[config.mk]
export PLATFORM = sky130hd
export DESIGN_NAME = scan_tap
export DESIGN_NICKNAME = d
export VERILOG_FILES = /design/src/shared/scan_tap_pkg.sv /design/src/rtl/scan_tap.sv
export VERILOG_INCLUDE_DIRS = /design/src /design/src/shared
export SDC_FILE = /design/constraint.sdc
export NUM_CORES = 1
export LEC_CHECK = 0
export ABC_AREA = 1
export BUFFER_PORTS_ARGS = -buffer_cell sky130_fd_sc_hd__buf_2
export CELL_PAD_IN_SITES_DETAIL_PLACEMENT = 0
export CELL_PAD_IN_SITES_GLOBAL_PLACEMENT = 1
export CORE_MARGIN = 4
export CORE_UTILIZATION = 40
export DETAILED_ROUTE_END_ITERATION = 7
export PLACE_DENSITY = 0.77
export SETUP_SLACK_MARGIN = 0.5
export SLEW_MARGIN = 15
export SYNTH_ARGS = -nofsm -noshare
export SYNTH_HDL_FRONTEND = slang
export SYNTH_SLANG_ARGS = --single-unit
[constraint.sdc]
create_clock -name I_SYS_CLK -period 2.2 [get_ports I_SYS_CLK]
set_input_delay 0.33 -clock I_SYS_CLK [delete_from_list [all_inputs] [get_ports I_SYS_CLK]]
set_output_delay 0.33 -clock I_SYS_CLK [all_outputs]
set_load 0.1 [all_outputs]
[src/shared/scan_tap_defines.svh]
`ifndef SCAN_TAP_DEFINES_SVH
`define SCAN_TAP_DEFINES_SVH

// register widths
`define IR_WIDTH        3
`define ID_WIDTH        32
`define BSR_WIDTH       73

// instruction codes
`define INSN_CAPTURE_Z  3'h0
`define INSN_IDENT      3'h1
`define INSN_SAMPLE_Z   3'h2
`define INSN_SAMPLE     3'h4
`define INSN_BYPASS     3'h7

// capture pattern for the two low instruction bits
`define IR_CAPTURE_PAT  2'h1

// identification word fields; maker and device values are arbitrary
`define ID_REVISION     3'h0
`define ID_DEVICE       16'hA5C3
`define ID_MAKER        12'h2D6
`define ID_PRESENT      1'h1

// mode-select high edges that always reach reset
`define RESET_EDGES     5

`endif

[src/shared/scan_tap_pkg.sv]
package scan_tap_pkg;

  // sixteen states of the test port controller
  typedef enum logic [3:0] {
    TEST_RESET,
    RUN_IDLE,
    SEL_DR,
    CAP_DR,
    SHF_DR,
    EX1_DR,
    PAU_DR,
    EX2_DR,
    UPD_DR,
    SEL_IR,
    CAP_IR,
    SHF_IR,
    EX1_IR,
    PAU_IR,
    EX2_IR,
    UPD_IR
  } tap_state_e;

endpackage

[src/rtl/scan_tap.sv]
// Overview of operation
// - inputs on rising, data out on falling edge; float follows the rise
// - mode-select steers states; undriven reads high
// - serial in at MSB, out at LSB
// - data out enabled only in shift states
// - five high mode-select edges reset controller
// - power-up reset leaves data out floating
// - exactly one register in serial path
// - three-bit instruction, identification after reset
// - capture-IR loads 01 into low bits
// - one-bit bypass, cleared on capture
// - boundary register covers all 73 pins
// - boundary captures ring, shifts in shift-DR
// - identification word captured then shifted out
// - new instruction takes effect at update-IR
// - all-zero code samples and floats outputs
// - float-sample code selects boundary, floats outputs
// - sample captures pins; update changes nothing
// - port never drives memory pins
// - bypass code puts bypass in path
// - reset and safe codes leave memory alone
// - decode codes 000,001,010,100,111
// - identification word layout, bit 0 one
`include "scan_tap_defines.svh"
`timescale 1ns/10ps
`default_nettype none

module scan_tap
  import scan_tap_pkg::*;
(
  // system
  input  wire logic                  I_SYS_CLK,
  input  wire logic                  I_RESET_N,
  // test port pins
  input  wire logic                  I_TCK,
  input  wire logic                  I_TMS,
  input  wire logic                  I_TDI,
  output logic                       O_TDO,
  output logic                       O_TDO_OE,
  // memory side
  input  wire logic [`BSR_WIDTH-1:0] I_IO_RING,
  output logic                       O_MEM_OUT_FLOAT
);

  //////////////////////////////////////////////////////////////////////////////
  // pin synchronisers: three stages, change counted when stages 2 and 3 agree
  // the test clock is sampled rather than used as a clock, so each of its
  // levels must last several system cycles or an edge is lost

  logic [2:0] tck_sync_q;  // test clock stages
  logic [2:0] tms_sync_q;  // mode-select stages
  logic [2:0] tdi_sync_q;  // serial in stages
  logic       tck_lvl_q;   // filtered test clock level
  logic       tms_lvl_q;   // filtered mode-select level
  logic       tdi_lvl_q;   // filtered serial in level
  logic [2:0] tck_sync_d;
  logic [2:0] tms_sync_d;
  logic [2:0] tdi_sync_d;
  logic       tck_lvl_d;
  logic       tms_lvl_d;
  logic       tdi_lvl_d;
  logic       tck_rise;    // one system cycle per rising test clock
  logic       tck_fall;    // one system cycle per falling test clock

  // next values of the synchronisers
  always_comb begin
    tck_sync_d = {tck_sync_q[1:0], I_TCK};
    tms_sync_d = {tms_sync_q[1:0], I_TMS};
    tdi_sync_d = {tdi_sync_q[1:0], I_TDI};
    tck_lvl_d  = tck_lvl_q;
    tms_lvl_d  = tms_lvl_q;
    tdi_lvl_d  = tdi_lvl_q;
    if (tck_sync_q[1] == tck_sync_q[2]) begin
      tck_lvl_d = tck_sync_q[2];
    end
    if (tms_sync_q[1] == tms_sync_q[2]) begin
      tms_lvl_d = tms_sync_q[2];
    end
    if (tdi_sync_q[1] == tdi_sync_q[2]) begin
      tdi_lvl_d = tdi_sync_q[2];
    end
  end

  // pulled-up pins reset high so a floating line reads as one
  always_ff @(posedge I_SYS_CLK or negedge I_RESET_N) begin
    if (!I_RESET_N) begin
      tck_sync_q <= 3'h0;
      tms_sync_q <= 3'h7;
      tdi_sync_q <= 3'h7;
      tck_lvl_q  <= 1'h0;
      tms_lvl_q  <= 1'h1;
      tdi_lvl_q  <= 1'h1;
    end else begin
      tck_sync_q <= tck_sync_d;
      tms_sync_q <= tms_sync_d;
      tdi_sync_q <= tdi_sync_d;
      tck_lvl_q  <= tck_lvl_d;
      tms_lvl_q  <= tms_lvl_d;
      tdi_lvl_q  <= tdi_lvl_d;
    end
  end

  // edge detection on the filtered clock level
  // the pulse is combinational so the state moves on the same system
  // edge that registers the new filtered level
  assign tck_rise = tck_lvl_d & ~tck_lvl_q;
  assign tck_fall = ~tck_lvl_d & tck_lvl_q;

  //////////////////////////////////////////////////////////////////////////////
  // controller state machine

  tap_state_e state_q;  // current controller state
  tap_state_e state_d;

  // standard transitions; five high edges always land in reset
  // mode-select high from any state reaches reset within five rising
  // edges, so no separate counter is kept for it
  always_comb begin
    state_d = state_q;
    if (tck_rise) begin
      case (state_q)
        TEST_RESET: state_d = tms_lvl_q ? TEST_RESET : RUN_IDLE;
        RUN_IDLE:   state_d = tms_lvl_q ? SEL_DR : RUN_IDLE;
        SEL_DR:     state_d = tms_lvl_q ? SEL_IR : CAP_DR;
        CAP_DR:     state_d = tms_lvl_q ? EX1_DR : SHF_DR;
        SHF_DR:     state_d = tms_lvl_q ? EX1_DR : SHF_DR;
        EX1_DR:     state_d = tms_lvl_q ? UPD_DR : PAU_DR;
        PAU_DR:     state_d = tms_lvl_q ? EX2_DR : PAU_DR;
        EX2_DR:     state_d = tms_lvl_q ? UPD_DR : SHF_DR;
        UPD_DR:     state_d = tms_lvl_q ? SEL_DR : RUN_IDLE;
        SEL_IR:     state_d = tms_lvl_q ? TEST_RESET : CAP_IR;
        CAP_IR:     state_d = tms_lvl_q ? EX1_IR : SHF_IR;
        SHF_IR:     state_d = tms_lvl_q ? EX1_IR : SHF_IR;
        EX1_IR:     state_d = tms_lvl_q ? UPD_IR : PAU_IR;
        PAU_IR:     state_d = tms_lvl_q ? EX2_IR : PAU_IR;
        EX2_IR:     state_d = tms_lvl_q ? UPD_IR : SHF_IR;
        UPD_IR:     state_d = tms_lvl_q ? SEL_DR : RUN_IDLE;
        default:    state_d = TEST_RESET;
      endcase
    end
  end

  // power-up reset puts controller in its reset state
  always_ff @(posedge I_SYS_CLK or negedge I_RESET_N) begin
    if (!I_RESET_N) begin
      state_q <= TEST_RESET;
    end else begin
      state_q <= state_d;
    end
  end

  //////////////////////////////////////////////////////////////////////////////
  // scan registers

  localparam logic [`ID_WIDTH-1:0] ID_WORD = {`ID_REVISION, `ID_DEVICE, `ID_MAKER, `ID_PRESENT};

  logic [`IR_WIDTH-1:0]  ir_shift_q;  // instruction shift stage
  logic [`IR_WIDTH-1:0]  ir_q;        // active instruction
  logic                  byp_q;       // bypass bit
  logic [`ID_WIDTH-1:0]  id_q;        // identification shift register
  logic [`BSR_WIDTH-1:0] bsr_q;       // boundary register, capture only
  logic [`IR_WIDTH-1:0]  ir_shift_d;
  logic [`IR_WIDTH-1:0]  ir_d;
  logic                  byp_d;
  logic [`ID_WIDTH-1:0]  id_d;
  logic [`BSR_WIDTH-1:0] bsr_d;
  logic                  sel_bsr;     // boundary register selected
  logic                  sel_id;      // identification register selected

  // reserved codes fall to bypass; the controller should never load them
  // bypass is the shortest path, the safest place for a stray code
  always_comb begin
    sel_bsr = (ir_q == `INSN_CAPTURE_Z) || (ir_q == `INSN_SAMPLE_Z)
              || (ir_q == `INSN_SAMPLE);
    sel_id  = (ir_q == `INSN_IDENT);
  end

  // capture and shift; update-DR has no effect on any pin
  // the boundary register only captures; nothing it holds reaches a
  // memory pin, so the test port can never disturb the memory
  always_comb begin
    ir_shift_d = ir_shift_q;
    ir_d       = ir_q;
    byp_d      = byp_q;
    id_d       = id_q;
    bsr_d      = bsr_q;
    if (tck_rise) begin
      case (state_q)
        TEST_RESET: begin
          ir_d = `INSN_IDENT;
        end
        CAP_IR: begin
          ir_shift_d = {ir_q[`IR_WIDTH-1:2], `IR_CAPTURE_PAT};
        end
        SHF_IR: begin
          ir_shift_d = {tdi_lvl_q, ir_shift_q[`IR_WIDTH-1:1]};
        end
        UPD_IR: begin
          ir_d = ir_shift_q;
        end
        CAP_DR: begin
          if (sel_bsr) begin
            bsr_d = I_IO_RING;
          end else if (sel_id) begin
            id_d = ID_WORD;
          end else begin
            byp_d = 1'h0;
          end
        end
        SHF_DR: begin
          if (sel_bsr) begin
            bsr_d = {tdi_lvl_q, bsr_q[`BSR_WIDTH-1:1]};
          end else if (sel_id) begin
            id_d = {tdi_lvl_q, id_q[`ID_WIDTH-1:1]};
          end else begin
            byp_d = tdi_lvl_q;
          end
        end
        default: begin
          ir_d = ir_q;  // update-DR acts like a pause
        end
      endcase
    end
    // entering reset restores identification at once, so floats drop with it
    if (state_d == TEST_RESET) begin
      ir_d = `INSN_IDENT;
    end
  end

  // instruction resets to identification at power-up
  always_ff @(posedge I_SYS_CLK or negedge I_RESET_N) begin
    if (!I_RESET_N) begin
      ir_shift_q <= `INSN_IDENT;
      ir_q       <= `INSN_IDENT;
      byp_q      <= 1'h0;
      id_q       <= '0;
      bsr_q      <= '0;
    end else begin
      ir_shift_q <= ir_shift_d;
      ir_q       <= ir_d;
      byp_q      <= byp_d;
      id_q       <= id_d;
      bsr_q      <= bsr_d;
    end
  end

  //////////////////////////////////////////////////////////////////////////////
  // serial output, launched on falling test clock

  logic tdo_q;     // serial out value
  logic tdo_oe_q;  // serial out driver enable
  logic float_q;   // memory output float
  logic tdo_d;
  logic tdo_oe_d;
  logic float_d;

  // one register reaches the pin, chosen by state and instruction
  // the enable follows the state entered at the last rise, so it turns
  // on half a test clock into a shift state and off half a clock after
  always_comb begin
    tdo_d    = tdo_q;
    tdo_oe_d = tdo_oe_q;
    if (tck_fall) begin
      tdo_oe_d = (state_q == SHF_DR) || (state_q == SHF_IR);
      if (state_q == SHF_IR) begin
        tdo_d = ir_shift_q[0];
      end else if (sel_bsr) begin
        tdo_d = bsr_q[0];
      end else if (sel_id) begin
        tdo_d = id_q[0];
      end else begin
        tdo_d = byp_q;
      end
    end
    // float is a registered level one system cycle behind the
    // instruction, so the memory side never sees a decode glitch
    // float only for the two floating codes; memory never driven otherwise
    float_d = (ir_q == `INSN_CAPTURE_Z) || (ir_q == `INSN_SAMPLE_Z);
  end

  // driver off at power-up
  // data out resets low but stays undriven since its enable resets low
  always_ff @(posedge I_SYS_CLK or negedge I_RESET_N) begin
    if (!I_RESET_N) begin
      tdo_q    <= 1'h0;
      tdo_oe_q <= 1'h0;
      float_q  <= 1'h0;
    end else begin
      tdo_q    <= tdo_d;
      tdo_oe_q <= tdo_oe_d;
      float_q  <= float_d;
    end
  end

  // no path to memory address, control or data exists
  assign O_TDO           = tdo_q;
  assign O_TDO_OE        = tdo_oe_q;
  assign O_MEM_OUT_FLOAT = float_q;

endmodule

`default_nettype wire

==> results of run 1 <==
[path summary, 6_finish.rpt]
path | end | startpoint | slack (ps)
max | bsr_q[9] | state_q[0] | 440
min in group asynchronous | bsr_q[32] | I_RESET_N | 410
min reg2reg | tck_sync_q[1] | tck_sync_q[0] | 350
max reg2reg | bsr_q[9] | state_q[0] | 440
max in group asynchronous | tdi_sync_q[0] | I_RESET_N | 1060
min | tck_sync_q[0] | I_TCK | 30
[cells in the mapped netlist]
cell	instances
sky130_fd_sc_hd__buf_4	9
sky130_fd_sc_hd__a21oi_1	5
sky130_fd_sc_hd__nand2_2	3
sky130_fd_sc_hd__a21oi_4	1
sky130_fd_sc_hd__dfrtp_1	121
sky130_fd_sc_hd__o21bai_1	1
sky130_fd_sc_hd__o21ai_0	33
sky130_fd_sc_hd__inv_1	119
sky130_fd_sc_hd__nand3_1	19
sky130_fd_sc_hd__o21ai_1	59
sky130_fd_sc_hd__mux2i_1	4
sky130_fd_sc_hd__o22ai_1	3
sky130_fd_sc_hd__buf_2	19
sky130_fd_sc_hd__maj3_1	3
sky130_fd_sc_hd__nand4_2	1
sky130_fd_sc_hd__nand2_1	156
sky130_fd_sc_hd__o21a_1	1
sky130_fd_sc_hd__nor2_2	3
sky130_fd_sc_hd__inv_2	3
sky130_fd_sc_hd__o211ai_1	72
sky130_fd_sc_hd__nand4_1	1
sky130_fd_sc_hd__o31ai_1	16
sky130_fd_sc_hd__clkbuf_1	13
sky130_fd_sc_hd__a211oi_1	1
sky130_fd_sc_hd__nor2_1	21
sky130_fd_sc_hd__dfstp_2	10
[cells by family after synthesis]
logic type      count (synthesis)
simple gates                  204
compound gates                192
buf+inv                       163
flops                         131
mux                             4
fa+ha+maj                       3
[worst register-to-register path: cells and delay by family (launching register included)]
kind,cells,cell delay (ps)
and+or+nand+nor,3,440
buffers and inverters,4,500
DFF,1,450
AOI/OAI and AO/OA,2,260
[what timing repair did]
action,in CTS,in global routing
hold buffers,2,1
hold endpoints to repair,34,1
cloned,3,12
resized for setup,22,35
setup buffers,9,6
endpoints found under the setup margin,108,110
pin swaps,6,9
[state kept, by name, summed over array words and instances (netlist names), 3 cells and up]
name and cells:
ir_shift_q 3, tms_sync_q 3, tck_sync_q 3, id_q 32, state_q 4, ir_q 3
tdi_sync_q 3, bsr_q 73
[layout make-up]
| cell class | instances | area, um^2 | area share, % |
|---|---|---|---|
| Tap cell | 184 | 230 | 2.86 |
| Inverter | 122 | 465 | 5.79 |
| Multi-Input combinational cell | 403 | 2220 | 27.7 |
| Clock inverter | 8 | 124 | 1.54 |
| Timing Repair Buffer | 127 | 1200 | 15.0 |
| Clock buffer | 24 | 502 | 6.24 |
| Sequential cell | 131 | 3300 | 41.0 |
[stage by stage]
step,utilization (%),setup WS [ps],hold slack (ps),area [um^2]
after floorplan,-,603,34.4,6050
after global placement,45.6,250,323,6700
after detailed placement,45.6,229,330,6700
after CTS,51.5,451,1.33,7580
after global routing,54.7,369,12.3,8050
final,54.7,440,27.6,8050
[report_power, final]
part | total, mW | internal [mW] | switching [mW] | leakage, nW
Clock | 2.96 | 1.93 | 1.03 | 0.302
Sequential | 2.84 | 2.68 | 0.162 | 1.35
Combinational | 1.59 | 0.590 | 0.997 | 2.18
[per-layer routing]
layer	vias to the layer above	track usage [%]	wire length [um]
li1	2504	-	-
met1	2419	23.3	6740
met2	103	25.3	7020
met3	15	4.43	637
met4	0	6.17	193
met5	-	0	0
==> flow_summary.html, run 1 <==
<table>
<tr><th>Metric</th><th>Value</th></tr>
<tr><th colspan="2">Drt</th></tr>
<tr><td>Remaining antenna violation count after routing</td><td>0</td></tr>
<tr><td>Final routed DRC violation total</td><td>0</td></tr>
<tr><td>First-pass DRT Iterations</td><td>5</td></tr>
<tr><td>Via density</td><td>5.05</td></tr>
<tr><td>Total via count in the routed design</td><td>5041</td></tr>
<tr><td>Aggregate routed wire length</td><td>14600 um</td></tr>
<tr><td>Avg WL per Cell</td><td>14.6 um</td></tr>
<tr><td>Initial DRC count</td><td>291</td></tr>
<tr><th colspan="2">Place</th></tr>
<tr><td>Placer's final routability congestion estimate</td><td>0.831</td></tr>
<tr><td>Placed wire-length estimate</td><td>8590 um</td></tr>
<tr><td>Cell count after placement</td><td>slightly above 900</td></tr>
<tr><td>Number of buffers added on ports</td><td>80</td></tr>
<tr><th colspan="2">Synth</th></tr>
<tr><td>Complex-gate fraction of the synthesized area</td><td>around a fifth</td></tr>
<tr><td>Largest family of logic cells by synthesized area</td><td>compound AO/OA/AOI/OAI gates</td></tr>
<tr><td>Post-Synth Simple-Gate Area</td><td>13.5%</td></tr>
<tr><td>Yosys warning total</td><td>0</td></tr>
<tr><td>Synth top area cells</td><td>sky130_fd_sc_hd__dfrtp_1 50%, sky130_fd_sc_hd__nand2_1 9.7%, sky130_fd_sc_hd__o211ai_1 8.9%</td></tr>
<tr><td>Synthesized instance count</td><td>roughly 700</td></tr>
<tr><td>Biggest area consumer among synthesized cells</td><td>sky130_fd_sc_hd__dfrtp_1</td></tr>
<tr><td>Post-synthesis cell area</td><td>6050 um^2</td></tr>
<tr><td>Nets in the synthesized netlist</td><td>775</td></tr>
<tr><td>Synthesized area per cell</td><td>8.68 um^2</td></tr>
<tr><td>Number of register bits inferred by synthesis</td><td>between 100 and 150</td></tr>
<tr><td>Distinct cells, synth</td><td>26</td></tr>
<tr><td>Proportion of synthesized area in mux cells</td><td>0.662%</td></tr>
<tr><td>Adder and majority cell fraction of the synthesized area</td><td>less than 1%</td></tr>
<tr><td>Share of Yosys cell area claimed by the top area cell type</td><td>about 50%</td></tr>
<tr><td>Proportion of synthesized chip area in sequential cells</td><td>54.4%</td></tr>
<tr><td>Parity-gate share of the synthesized area counting xor and xnor cells</td><td>0%</td></tr>
<tr><th colspan="2">Floorplanning</th></tr>
<tr><td>Num rows</td><td>44</td></tr>
<tr><td>Die area</td><td>17200 um^2</td></tr>
<tr><td>Core area</td><td>14700 um^2</td></tr>
<tr><td>Starting Density</td><td>41.2%</td></tr>
<tr><td>Die X</td><td>about 130 um</td></tr>
<tr><td>Floorplan die height</td><td>approximately 130 um</td></tr>
<tr><td>I/O pin total</td><td>81</td></tr>
<tr><th colspan="2">Timing</th></tr>
<tr><td>Tightest slew margin relative to the limit</td><td>65.7%</td></tr>
<tr><td>Setup skew after layout</td><td>8.59 ps</td></tr>
<tr><td>Unrepaired setup endpoints after global routing</td><td>true</td></tr>
<tr><td>Slew at the pin closest to its max-slew limit</td><td>514 ps</td></tr>
<tr><td>Final count of hold timing violations</td><td>0</td></tr>
<tr><td>Count of final max-slew check failures</td><td>0</td></tr>
<tr><td>Final Cycle Share</td><td>80.0%</td></tr>
<tr><td>Final setup vio count</td><td>0</td></tr>
<tr><td>Minimum clock period</td><td>1760 ps</td></tr>
<tr><td>Fmax achieved</td><td>0.568 GHz</td></tr>
<tr><td>Setup Total Neg Slack</td><td>0 ps</td></tr>
<tr><th colspan="2">Finish</th></tr>
<tr><td>Leading cell type in the layout, fill and taps excluded</td><td>sky130_fd_sc_hd__nand2_1</td></tr>
<tr><td>Share of post-route cells with drive strength above 1</td><td>24.8%</td></tr>
<tr><td>Final antenna diode count</td><td>0</td></tr>
<tr><td>Fill count</td><td>approximately 1300</td></tr>
<tr><td>Number of standard cells in the layout, taps in and fillers out</td><td>around 1000</td></tr>
<tr><td>Area Growth Syn to Fin</td><td>33.0%</td></tr>
<tr><td>Highest-count cells in the layout ignoring fill and taps</td><td>154 x sky130_fd_sc_hd__nand2_1, 117 x sky130_fd_sc_hd__dfrtp_1, 117 x sky130_fd_sc_hd__inv_1</td></tr>
<tr><td>Final #Nets</td><td>880</td></tr>
<tr><th colspan="2">Hold path</th></tr>
<tr><td>Kind of path behind the tightest hold check</td><td>in -&gt; reg</td></tr>
<tr><td>Worst hold path depth</td><td>1</td></tr>
<tr><th colspan="2">Worst setup path</th></tr>
<tr><td>Crit-path leading delay family</td><td>buffers and inverters</td></tr>
<tr><td>Highest fanout seen on the critical path</td><td>6</td></tr>
<tr><td>Cell-by-cell trace of the critical path</td><td>nor2_4, nand2_4, a21oi_4, inv_2, nor2_4, buf_12, buf_12, clkbuf_16, o21ai_1</td></tr>
<tr><td>Cell with the largest stage delay on the worst path</td><td>sky130_fd_sc_hd__dfrtp_2</td></tr>
<tr><td>Critical setup path kind</td><td>reg -&gt; reg</td></tr>
<tr><td>Worst Reg2Reg Path Length in Cells</td><td>9</td></tr>
<tr><td>Buffers and inverters on the worst path</td><td>4</td></tr>
<tr><td>Critical path required time</td><td>2500 ps</td></tr>
<tr><td>WP depth</td><td>9</td></tr>
<tr><td>Endpoint kind of the worst setup timing path</td><td>register</td></tr>
<tr><td>Largest incremental delay on the critical path</td><td>450 ps</td></tr>
<tr><td>Crit path DAT</td><td>approximately 2100 ps</td></tr>
<tr><td>Startpoint Class</td><td>register</td></tr>
<tr><th colspan="2">Clocking</th></tr>
<tr><td>TritonCTS clock tree</td><td>built</td></tr>
<tr><td>Maximum number of buffers from clock root to sink</td><td>2</td></tr>
<tr><td>Number of H-tree branching levels</td><td>4</td></tr>
<tr><td>Count of clock tree sinks</td><td>between 100 and 150</td></tr>
<tr><td>Cell at the root of the clock tree</td><td>sky130_fd_sc_hd__clkbuf_16</td></tr>
<tr><td>Clk pin slew, worst setup/hold paths</td><td>60 ps</td></tr>
<tr><td>Worst-Skew Late Latency</td><td>420 ps</td></tr>
<tr><td>Number of buffers inserted during clock tree synthesis</td><td>17</td></tr>
<tr><th colspan="2">Global routing</th></tr>
<tr><td>Initial antenna violation count</td><td>0</td></tr>
<tr><td>Residual overflow from global routing</td><td>0</td></tr>
<tr><td>Via count of the first global-routing pass</td><td>approximately 4800</td></tr>
<tr><td>Overall Global Routing Usage</td><td>16.8%</td></tr>
<tr><td>Maximum number of pins on one net before global-route repair</td><td>~60</td></tr>
<tr><td>First-pass GRT wire length</td><td>between 20000 and 25000 um</td></tr>
<tr><th colspan="2">Status</th></tr>
<tr><td>Result of the run</td><td>complete, no violations</td></tr>
<tr><th colspan="2">Pwr</th></tr>
<tr><td>Areal power density over the cells</td><td>919 nW/um^2</td></tr>
<tr><td>Tot Pwr</td><td>7.39 mW</td></tr>
<tr><td>Leakage power of the design</td><td>3.84 nW</td></tr>
<tr><td>Peak supply drop</td><td>0.548 mV</td></tr>
<tr><th colspan="2">Job</th></tr>
<tr><td>Max-cap viol count</td><td>0</td></tr>
</table>
(Power assumes the default switching activity.)
==> run 2: changes to the inputs <==
Clock period 2.2 ns to 1.7 ns, I/O delays scaled along.
==> flow_summary.html, run 2 (same netlist as run 1, synthesis figures left out) <==
<table>
<tr><th>Metric</th><th>Value</th></tr>
<tr><th colspan="2">Global routing</th></tr>
<tr><td>Most utilized layer in the global route result</td><td>met2</td></tr>
<tr><td>GR met3 Demand/Resource</td><td>5.20%</td></tr>
<tr><td>Initial antenna violation count</td><td>0</td></tr>
<tr><td>Residual overflow from global routing</td><td>0</td></tr>
<tr><td>Grt met2 use</td><td>roughly 28%</td></tr>
<tr><td>Via count of the first global-routing pass</td><td>5090</td></tr>
<tr><td>Maximum number of pins on one net before global-route repair</td><td>74</td></tr>
<tr><td>First-pass GRT wire length</td><td>24600 um</td></tr>
<tr><td>Overall Global Routing Usage</td><td>18.0%</td></tr>
<tr><td>Global Route met1 Usage</td><td>around 24%</td></tr>
<tr><th colspan="2">Pwr</th></tr>
<tr><td>Leakage power of the design</td><td>4.09 nW</td></tr>
<tr><td>Comb power frac</td><td>a little over a quarter</td></tr>
<tr><td>Switching Fraction</td><td>30.5%</td></tr>
<tr><td>Areal power density over the cells</td><td>1160 nW/um^2</td></tr>
<tr><td>Sequential cell fraction of total power</td><td>36.9%</td></tr>
<tr><td>Peak supply drop</td><td>0.760 mV</td></tr>
<tr><td>Reported net switching power</td><td>around 3 mW</td></tr>
<tr><td>Share of power burned in the clock network</td><td>37.0%</td></tr>
<tr><td>Tot Pwr</td><td>10.0 mW</td></tr>
<tr><td>Internal power</td><td>6.97 mW</td></tr>
<tr><th colspan="2">Timing</th></tr>
<tr><td>Setup skew after layout</td><td>10.7 ps</td></tr>
<tr><td>Tightest slew margin relative to the limit</td><td>between 70% and 80%</td></tr>
<tr><td>Slew at the pin closest to its max-slew limit</td><td>395 ps</td></tr>
<tr><td>Final setup vio count</td><td>0</td></tr>
<tr><td>Final count of hold timing violations</td><td>0</td></tr>
<tr><td>Minimum clock period</td><td>1700 ps</td></tr>
<tr><td>Fmax achieved</td><td>0.590 GHz</td></tr>
<tr><td>Unrepaired setup endpoints after global routing</td><td>true</td></tr>
<tr><td>Count of final max-slew check failures</td><td>0</td></tr>
<tr><td>Final Cycle Share</td><td>99.8%</td></tr>
<tr><th colspan="2">Status</th></tr>
<tr><td>Result of the run</td><td>complete, no violations</td></tr>
<tr><th colspan="2">Finish</th></tr>
<tr><td>Final antenna diode count</td><td>0</td></tr>
<tr><td>Most flop-heavy register</td><td>bsr_q</td></tr>
<tr><td>Leading cell type in the layout, fill and taps excluded</td><td>sky130_fd_sc_hd__nand2_1</td></tr>
<tr><td>Share of post-route cells with drive strength above 1</td><td>32.2%</td></tr>
<tr><td>Highest-count cells in the layout ignoring fill and taps</td><td>140 x sky130_fd_sc_hd__nand2_1, 117 x sky130_fd_sc_hd__dfrtp_1, 112 x sky130_fd_sc_hd__inv_1</td></tr>
<tr><td>Flip-flop count of the largest register, all copies and words added</td><td>73</td></tr>
<tr><td>Largest registers in the final layout</td><td>bsr_q: 73 flops, id_q: 32 flops, state_q: 4 flops</td></tr>
<tr><td>Final #Nets</td><td>914</td></tr>
<tr><td>Post-route cell area</td><td>8680 um^2</td></tr>
<tr><td>Area Growth Syn to Fin</td><td>43.6%</td></tr>
<tr><th colspan="2">Floorplanning</th></tr>
<tr><td>I/O pin total</td><td>81</td></tr>
<tr><td>Floorplan die height</td><td>131 um</td></tr>
<tr><td>Die area</td><td>17200 um^2</td></tr>
<tr><td>Starting Density</td><td>about two fifths</td></tr>
<tr><td>Num rows</td><td>44</td></tr>
<tr><td>Core area</td><td>14700 um^2</td></tr>
<tr><td>Die X</td><td>131 um</td></tr>
<tr><th colspan="2">Worst setup path</th></tr>
<tr><td>Register-to-register path setup slack</td><td>4 ps</td></tr>
<tr><td>Destination of the worst register-to-register timing path</td><td>bsr_q[70]</td></tr>
<tr><td>Endpoint kind of the worst setup timing path</td><td>register</td></tr>
<tr><td>Reg2reg start</td><td>state_q[0]</td></tr>
<tr><td>Highest fanout seen on the critical path</td><td>7</td></tr>
<tr><td>Crit path DAT</td><td>a little over 2000 ps</td></tr>
<tr><td>Startpoint Class</td><td>register</td></tr>
<tr><td>Critical setup path kind</td><td>reg -&gt; reg</td></tr>
<tr><td>CP Launch Point</td><td>state_q[0]</td></tr>
<tr><td>Critical path required time</td><td>2040 ps</td></tr>
<tr><td>Worst Reg2Reg Path Length in Cells</td><td>11</td></tr>
<tr><th colspan="2">Clocking</th></tr>
<tr><td>Count of clock tree sinks</td><td>131</td></tr>
<tr><td>Worst-Skew Late Latency</td><td>420 ps</td></tr>
<tr><td>Number of buffers inserted during clock tree synthesis</td><td>17</td></tr>
<tr><td>Number of H-tree branching levels</td><td>4</td></tr>
<tr><td>Maximum number of buffers from clock root to sink</td><td>2</td></tr>
<tr><td>TritonCTS clock tree</td><td>built</td></tr>
<tr><td>Cell at the root of the clock tree</td><td>sky130_fd_sc_hd__clkbuf_16</td></tr>
<tr><td>Clk pin slew, worst setup/hold paths</td><td>roughly 60 ps</td></tr>
<tr><th colspan="2">Place</th></tr>
<tr><td>Number of buffers added on ports</td><td>80</td></tr>
<tr><td>Placed wire-length estimate</td><td>8650 um</td></tr>
<tr><td>Placed inst area</td><td>a little under 7000 um^2</td></tr>
<tr><td>Placer's final routability congestion estimate</td><td>0.862</td></tr>
<tr><th colspan="2">Drt</th></tr>
<tr><td>Avg WL per Cell</td><td>approximately 15 um</td></tr>
<tr><td>First-pass DRT Iterations</td><td>7</td></tr>
<tr><td>Aggregate routed wire length</td><td>15700 um</td></tr>
<tr><td>Total via count in the routed design</td><td>roughly 5300</td></tr>
<tr><td>Initial DRC count</td><td>a little over 300</td></tr>
<tr><td>Final routed DRC violation total</td><td>0</td></tr>
<tr><td>Remaining antenna violation count after routing</td><td>0</td></tr>
<tr><td>Via density</td><td>5.12</td></tr>
<tr><th colspan="2">Hold path</th></tr>
<tr><td>Worst hold path depth</td><td>3</td></tr>
<tr><td>Hold Crit Endpoint</td><td>bsr_q[54]</td></tr>
<tr><td>Hold Crit Start</td><td>I_IO_RING[54]</td></tr>
<tr><td>Kind of path behind the tightest hold check</td><td>in -&gt; reg</td></tr>
<tr><th colspan="2">Job</th></tr>
<tr><td>Max-cap viol count</td><td>0</td></tr>
</table>
run 2: cell types whose count changed in the layout (fill, tap and decap cells not counted), sizes merged:
cell and delta:
dlygate4sd3 +1, buf +32, bufbuf +1, clkinv +3, clkbuf -2, inv -1
run 2: stage by stage:
stage                     setup TNS [ps]  hold slack [ps]  utilization [%]  setup slack [ps]  instances
after floorplan                        0            -40.6                -               180        697
after global placement             -91.8              181             47.0             -46.8        952
after detailed placement            -545              180             47.0             -38.9        952
after CTS                              0             86.2             55.0              8.82       1016
after global routing               -4850             93.7             59.1              -102       1033
final                                  0              101             59.1              3.98       1033
run 2: cell type report:
type / count / area, um^2
Tap cell: 184 / 230
Sequential cell: 131 / 3300
Clock inverter: 10 / 134
Inverter: 122 / 478
Fill cell: 1211 / 6010
Timing Repair Buffer: 161 / 1680
Clock buffer: 22 / 464
Multi-Input combinational cell: 403 / 2410
run 2: how the worst max path moves through the flow:
stage / endpoint / depth (start not counted)
4_1_cts: bsr_q[29] / 10
5_1_grt: bsr_q[60] / 11
3_5_place_dp: bsr_q[34] / 10
3_3_place_gp: ir_q[1] / 13
6_report: bsr_q[70] / 11
2_1_floorplan: id_q[0] / 8
run 2: worst max-delay path, stage by stage, from the launching register on:
cell	delay [ps]
sky130_fd_sc_hd__dfrtp_1	440
sky130_fd_sc_hd__nand2_2	90
sky130_fd_sc_hd__inv_2	110
sky130_fd_sc_hd__nand2_4	70
sky130_fd_sc_hd__a21oi_4	150
sky130_fd_sc_hd__inv_2	60
sky130_fd_sc_hd__nor2_4	90
sky130_fd_sc_hd__buf_12	140
sky130_fd_sc_hd__buf_12	140
sky130_fd_sc_hd__clkbuf_16	140
sky130_fd_sc_hd__o211ai_1	80
sky130_fd_sc_hd__o21ai_1	100
run 2: power groups by stage:
stage | logic, mW | clock network, mW | registers [mW]
2_1_floorplan | 1.06 | 0 | 3.82
3_3_place_gp | 1.81 | 0 | 3.69
3_5_place_dp | 1.83 | 0 | 3.71
4_1_cts | 2.17 | 3.78 | 3.67
5_1_grt | 2.86 | 3.95 | 3.72
6_report | 2.62 | 3.72 | 3.70
run 2: per-layer routing:
metal  up-vias  wire [um]
met4         0        267
met1      2546       6920
met3        24        775
met2       142       7700
li1       2576          -
met5         -          0
run 2: what timing repair did:
| item | in CTS | in global routing |
|---|---|---|
| gates cloned | 8 | 11 |
| endpoints found under the setup margin | 121 | 121 |
| gates resized for setup | 61 | 84 |
| pin swaps | 15 | 14 |
| setup buffers | 20 | 6 |
| hold buffers | 4 | 0 |
| hold endpoints to repair | 21 | 0 |
==> run 3: changes to the inputs <==
Clock period 1.7 ns to 2.15 ns, I/O delays scaled along.
==> flow_summary.html, run 3 (same netlist as run 1, synthesis figures left out) <==
<table>
<tr><th>Metric</th><th>Value</th></tr>
<tr><th colspan="2">Global routing</th></tr>
<tr><td>First-pass GRT wire length</td><td>22700 um</td></tr>
<tr><td>Residual overflow from global routing</td><td>0</td></tr>
<tr><td>Overall Global Routing Usage</td><td>16.7%</td></tr>
<tr><td>Maximum number of pins on one net before global-route repair</td><td>61</td></tr>
<tr><td>Most utilized layer in the global route result</td><td>met2</td></tr>
<tr><td>Via count of the first global-routing pass</td><td>a little under 5000</td></tr>
<tr><td>GR met3 Demand/Resource</td><td>4.19%</td></tr>
<tr><td>Grt met2 use</td><td>25.2%</td></tr>
<tr><td>Global Route met1 Usage</td><td>23.3%</td></tr>
<tr><td>Initial antenna violation count</td><td>0</td></tr>
<tr><th colspan="2">Clocking</th></tr>
<tr><td>Clk pin slew, worst setup/hold paths</td><td>~60 ps</td></tr>
<tr><td>Worst-Skew Late Latency</td><td>420 ps</td></tr>
<tr><td>Number of H-tree branching levels</td><td>4</td></tr>
<tr><td>Maximum number of buffers from clock root to sink</td><td>2</td></tr>
<tr><td>TritonCTS clock tree</td><td>built</td></tr>
<tr><td>Number of buffers inserted during clock tree synthesis</td><td>17</td></tr>
<tr><td>Cell at the root of the clock tree</td><td>sky130_fd_sc_hd__clkbuf_16</td></tr>
<tr><td>Count of clock tree sinks</td><td>131</td></tr>
<tr><th colspan="2">Place</th></tr>
<tr><td>Placed wire-length estimate</td><td>8360 um</td></tr>
<tr><td>Number of buffers added on ports</td><td>80</td></tr>
<tr><td>Placer's final routability congestion estimate</td><td>0.892</td></tr>
<tr><th colspan="2">Hold path</th></tr>
<tr><td>Worst hold path depth</td><td>1</td></tr>
<tr><td>Kind of path behind the tightest hold check</td><td>in -&gt; reg</td></tr>
<tr><td>Hold Crit Start</td><td>I_TCK</td></tr>
<tr><td>Hold Crit Endpoint</td><td>tck_sync_q[0]</td></tr>
<tr><th colspan="2">Worst setup path</th></tr>
<tr><td>Critical path required time</td><td>roughly 2500 ps</td></tr>
<tr><td>Worst Reg2Reg Path Length in Cells</td><td>8</td></tr>
<tr><td>Reg2reg start</td><td>state_q[3]</td></tr>
<tr><td>Startpoint Class</td><td>register</td></tr>
<tr><td>Destination of the worst register-to-register timing path</td><td>id_q[5]</td></tr>
<tr><td>Endpoint kind of the worst setup timing path</td><td>register</td></tr>
<tr><td>Critical setup path kind</td><td>reg -&gt; reg</td></tr>
<tr><td>Crit path DAT</td><td>2140 ps</td></tr>
<tr><td>Register-to-register path setup slack</td><td>310 ps</td></tr>
<tr><td>Highest fanout seen on the critical path</td><td>8</td></tr>
<tr><th colspan="2">Floorplanning</th></tr>
<tr><td>Num rows</td><td>44</td></tr>
<tr><td>Die area</td><td>approximately 17000 um^2</td></tr>
<tr><td>Starting Density</td><td>41.2%</td></tr>
<tr><td>Core area</td><td>14700 um^2</td></tr>
<tr><td>Floorplan die height</td><td>131 um</td></tr>
<tr><td>Die X</td><td>around 130 um</td></tr>
<tr><td>I/O pin total</td><td>roughly 80</td></tr>
<tr><th colspan="2">Timing</th></tr>
<tr><td>Tightest slew margin relative to the limit</td><td>67.4%</td></tr>
<tr><td>Final Cycle Share</td><td>85.6%</td></tr>
<tr><td>Count of final max-slew check failures</td><td>0</td></tr>
<tr><td>Minimum clock period</td><td>1840 ps</td></tr>
<tr><td>Fmax achieved</td><td>0.543 GHz</td></tr>
<tr><td>Slew at the pin closest to its max-slew limit</td><td>492 ps</td></tr>
<tr><td>Final setup vio count</td><td>0</td></tr>
<tr><td>Setup skew after layout</td><td>9.65 ps</td></tr>
<tr><td>Setup Total Neg Slack</td><td>0 ps</td></tr>
<tr><td>Final count of hold timing violations</td><td>0</td></tr>
<tr><td>Unrepaired setup endpoints after global routing</td><td>true</td></tr>
<tr><th colspan="2">Drt</th></tr>
<tr><td>Total via count in the routed design</td><td>5105</td></tr>
<tr><td>Via density</td><td>a little over 5</td></tr>
<tr><td>First-pass DRT Iterations</td><td>4</td></tr>
<tr><td>Aggregate routed wire length</td><td>14900 um</td></tr>
<tr><td>Initial DRC count</td><td>267</td></tr>
<tr><td>Avg WL per Cell</td><td>14.8 um</td></tr>
<tr><td>Remaining antenna violation count after routing</td><td>0</td></tr>
<tr><td>Final routed DRC violation total</td><td>0</td></tr>
<tr><th colspan="2">Status</th></tr>
<tr><td>Result of the run</td><td>complete, no violations</td></tr>
<tr><th colspan="2">Finish</th></tr>
<tr><td>Final #Nets</td><td>888</td></tr>
<tr><td>Final Util</td><td>56.3%</td></tr>
<tr><td>Largest registers in the final layout</td><td>bsr_q: 73 flops, id_q: 32 flops, state_q: 4 flops</td></tr>
<tr><td>Highest-count cells in the layout ignoring fill and taps</td><td>148 x sky130_fd_sc_hd__nand2_1, 117 x sky130_fd_sc_hd__dfrtp_1, 115 x sky130_fd_sc_hd__inv_1</td></tr>
<tr><td>Final antenna diode count</td><td>0</td></tr>
<tr><td>Most flop-heavy register</td><td>bsr_q</td></tr>
<tr><td>Flip-flop count of the largest register, all copies and words added</td><td>73</td></tr>
<tr><td>Leading cell type in the layout, fill and taps excluded</td><td>sky130_fd_sc_hd__nand2_1</td></tr>
<tr><td>Area Growth Syn to Fin</td><td>36.8%</td></tr>
<tr><td>Share of post-route cells with drive strength above 1</td><td>27.5%</td></tr>
<tr><th colspan="2">Pwr</th></tr>
<tr><td>Leakage power of the design</td><td>3.92 nW</td></tr>
<tr><td>Peak supply drop</td><td>0.568 mV</td></tr>
<tr><td>Areal power density over the cells</td><td>approximately 930 nW/um^2</td></tr>
<tr><th colspan="2">Job</th></tr>
<tr><td>Max-cap viol count</td><td>0</td></tr>
</table>
## run 3: cell types whose count changed in the layout (fill, tap and decap cells not counted), moves of 4 or more
cell,change
sky130_fd_sc_hd__buf_12,-4
sky130_fd_sc_hd__buf_4,-15
sky130_fd_sc_hd__buf_6,-5
sky130_fd_sc_hd__nand2_1,+8
sky130_fd_sc_hd__nand2_4,-7
sky130_fd_sc_hd__o21ai_0,+16
sky130_fd_sc_hd__o21ai_1,-8
sky130_fd_sc_hd__o21ai_2,-8
sky130_fd_sc_hd__o31ai_2,-5
## run 3: how the worst max path moves through the flow
stage                          start  slack, ps  cells past startpoint   endpoint
final                     state_q[3]        310                      8    id_q[5]
after global routing      state_q[3]        180                      8    id_q[5]
after CTS                 state_q[2]        420                     11  bsr_q[70]
after detailed placement  state_q[1]        250                     12    ir_q[2]
after global placement    state_q[2]        270                      7    id_q[0]
after floorplan           state_q[2]        550                      7    id_q[0]
## run 3: cell type report
class                      count  area, um^2
timing repair buffer         135        1340
sequential                   131        3300
tap                          184         230
fill                        1247        6420
inverter                     122         470
clock buffer                  21         470
clock inverter                11         153
multi-input combinational    403        2310
## run 3: metrics by stage
step	worst slack [ps]	std cells	hold slack, ps	total power [mW]	area, um^2
detailed placement	252	936	276	4.22	6710
floorplan	553	697	26.9	3.82	6050
global placement	267	936	284	4.19	6710
finish	309	1007	27.9	7.72	8280
global route	182	1007	8.50	8.10	8280
CTS	421	986	9.87	7.37	7670
## run 3: routing by layer
layer | vias up | routed length (um)
met4 | 0 | 162
met5 | - | 0
met2 | 108 | 7110
li1 | 2513 | -
met1 | 2470 | 7080
met3 | 14 | 587
## run 3: worst max-delay path, stage by stage (launching register included)
cell,delay (ps)
sky130_fd_sc_hd__dfrtp_2,460
sky130_fd_sc_hd__nor2_4,210
sky130_fd_sc_hd__nand2_4,80
sky130_fd_sc_hd__a21oi_4,200
sky130_fd_sc_hd__buf_6,130
sky130_fd_sc_hd__nand4_4,150
sky130_fd_sc_hd__buf_12,210
sky130_fd_sc_hd__o31ai_2,210
sky130_fd_sc_hd__inv_1,60
## run 3: power by group
group	internal (mW)	switching [mW]	leakage [nW]
clock	1.92	1.08	0.295
combinational	0.685	1.13	2.27
sequential	2.74	0.167	1.35
total	5.35	2.37	3.92
## run 3: repair_timing
| item | 4_1_cts | 5_1_grt |
|---|---|---|
| hold endpoints to repair | 26 | 0 |
| pin swaps | 7 | 18 |
| hold buffers | 3 | 0 |
| gates cloned | 3 | 12 |
| gates resized for setup | 26 | 70 |
| setup buffers | 12 | 9 |
| setup endpoints to repair | 108 | 111 |
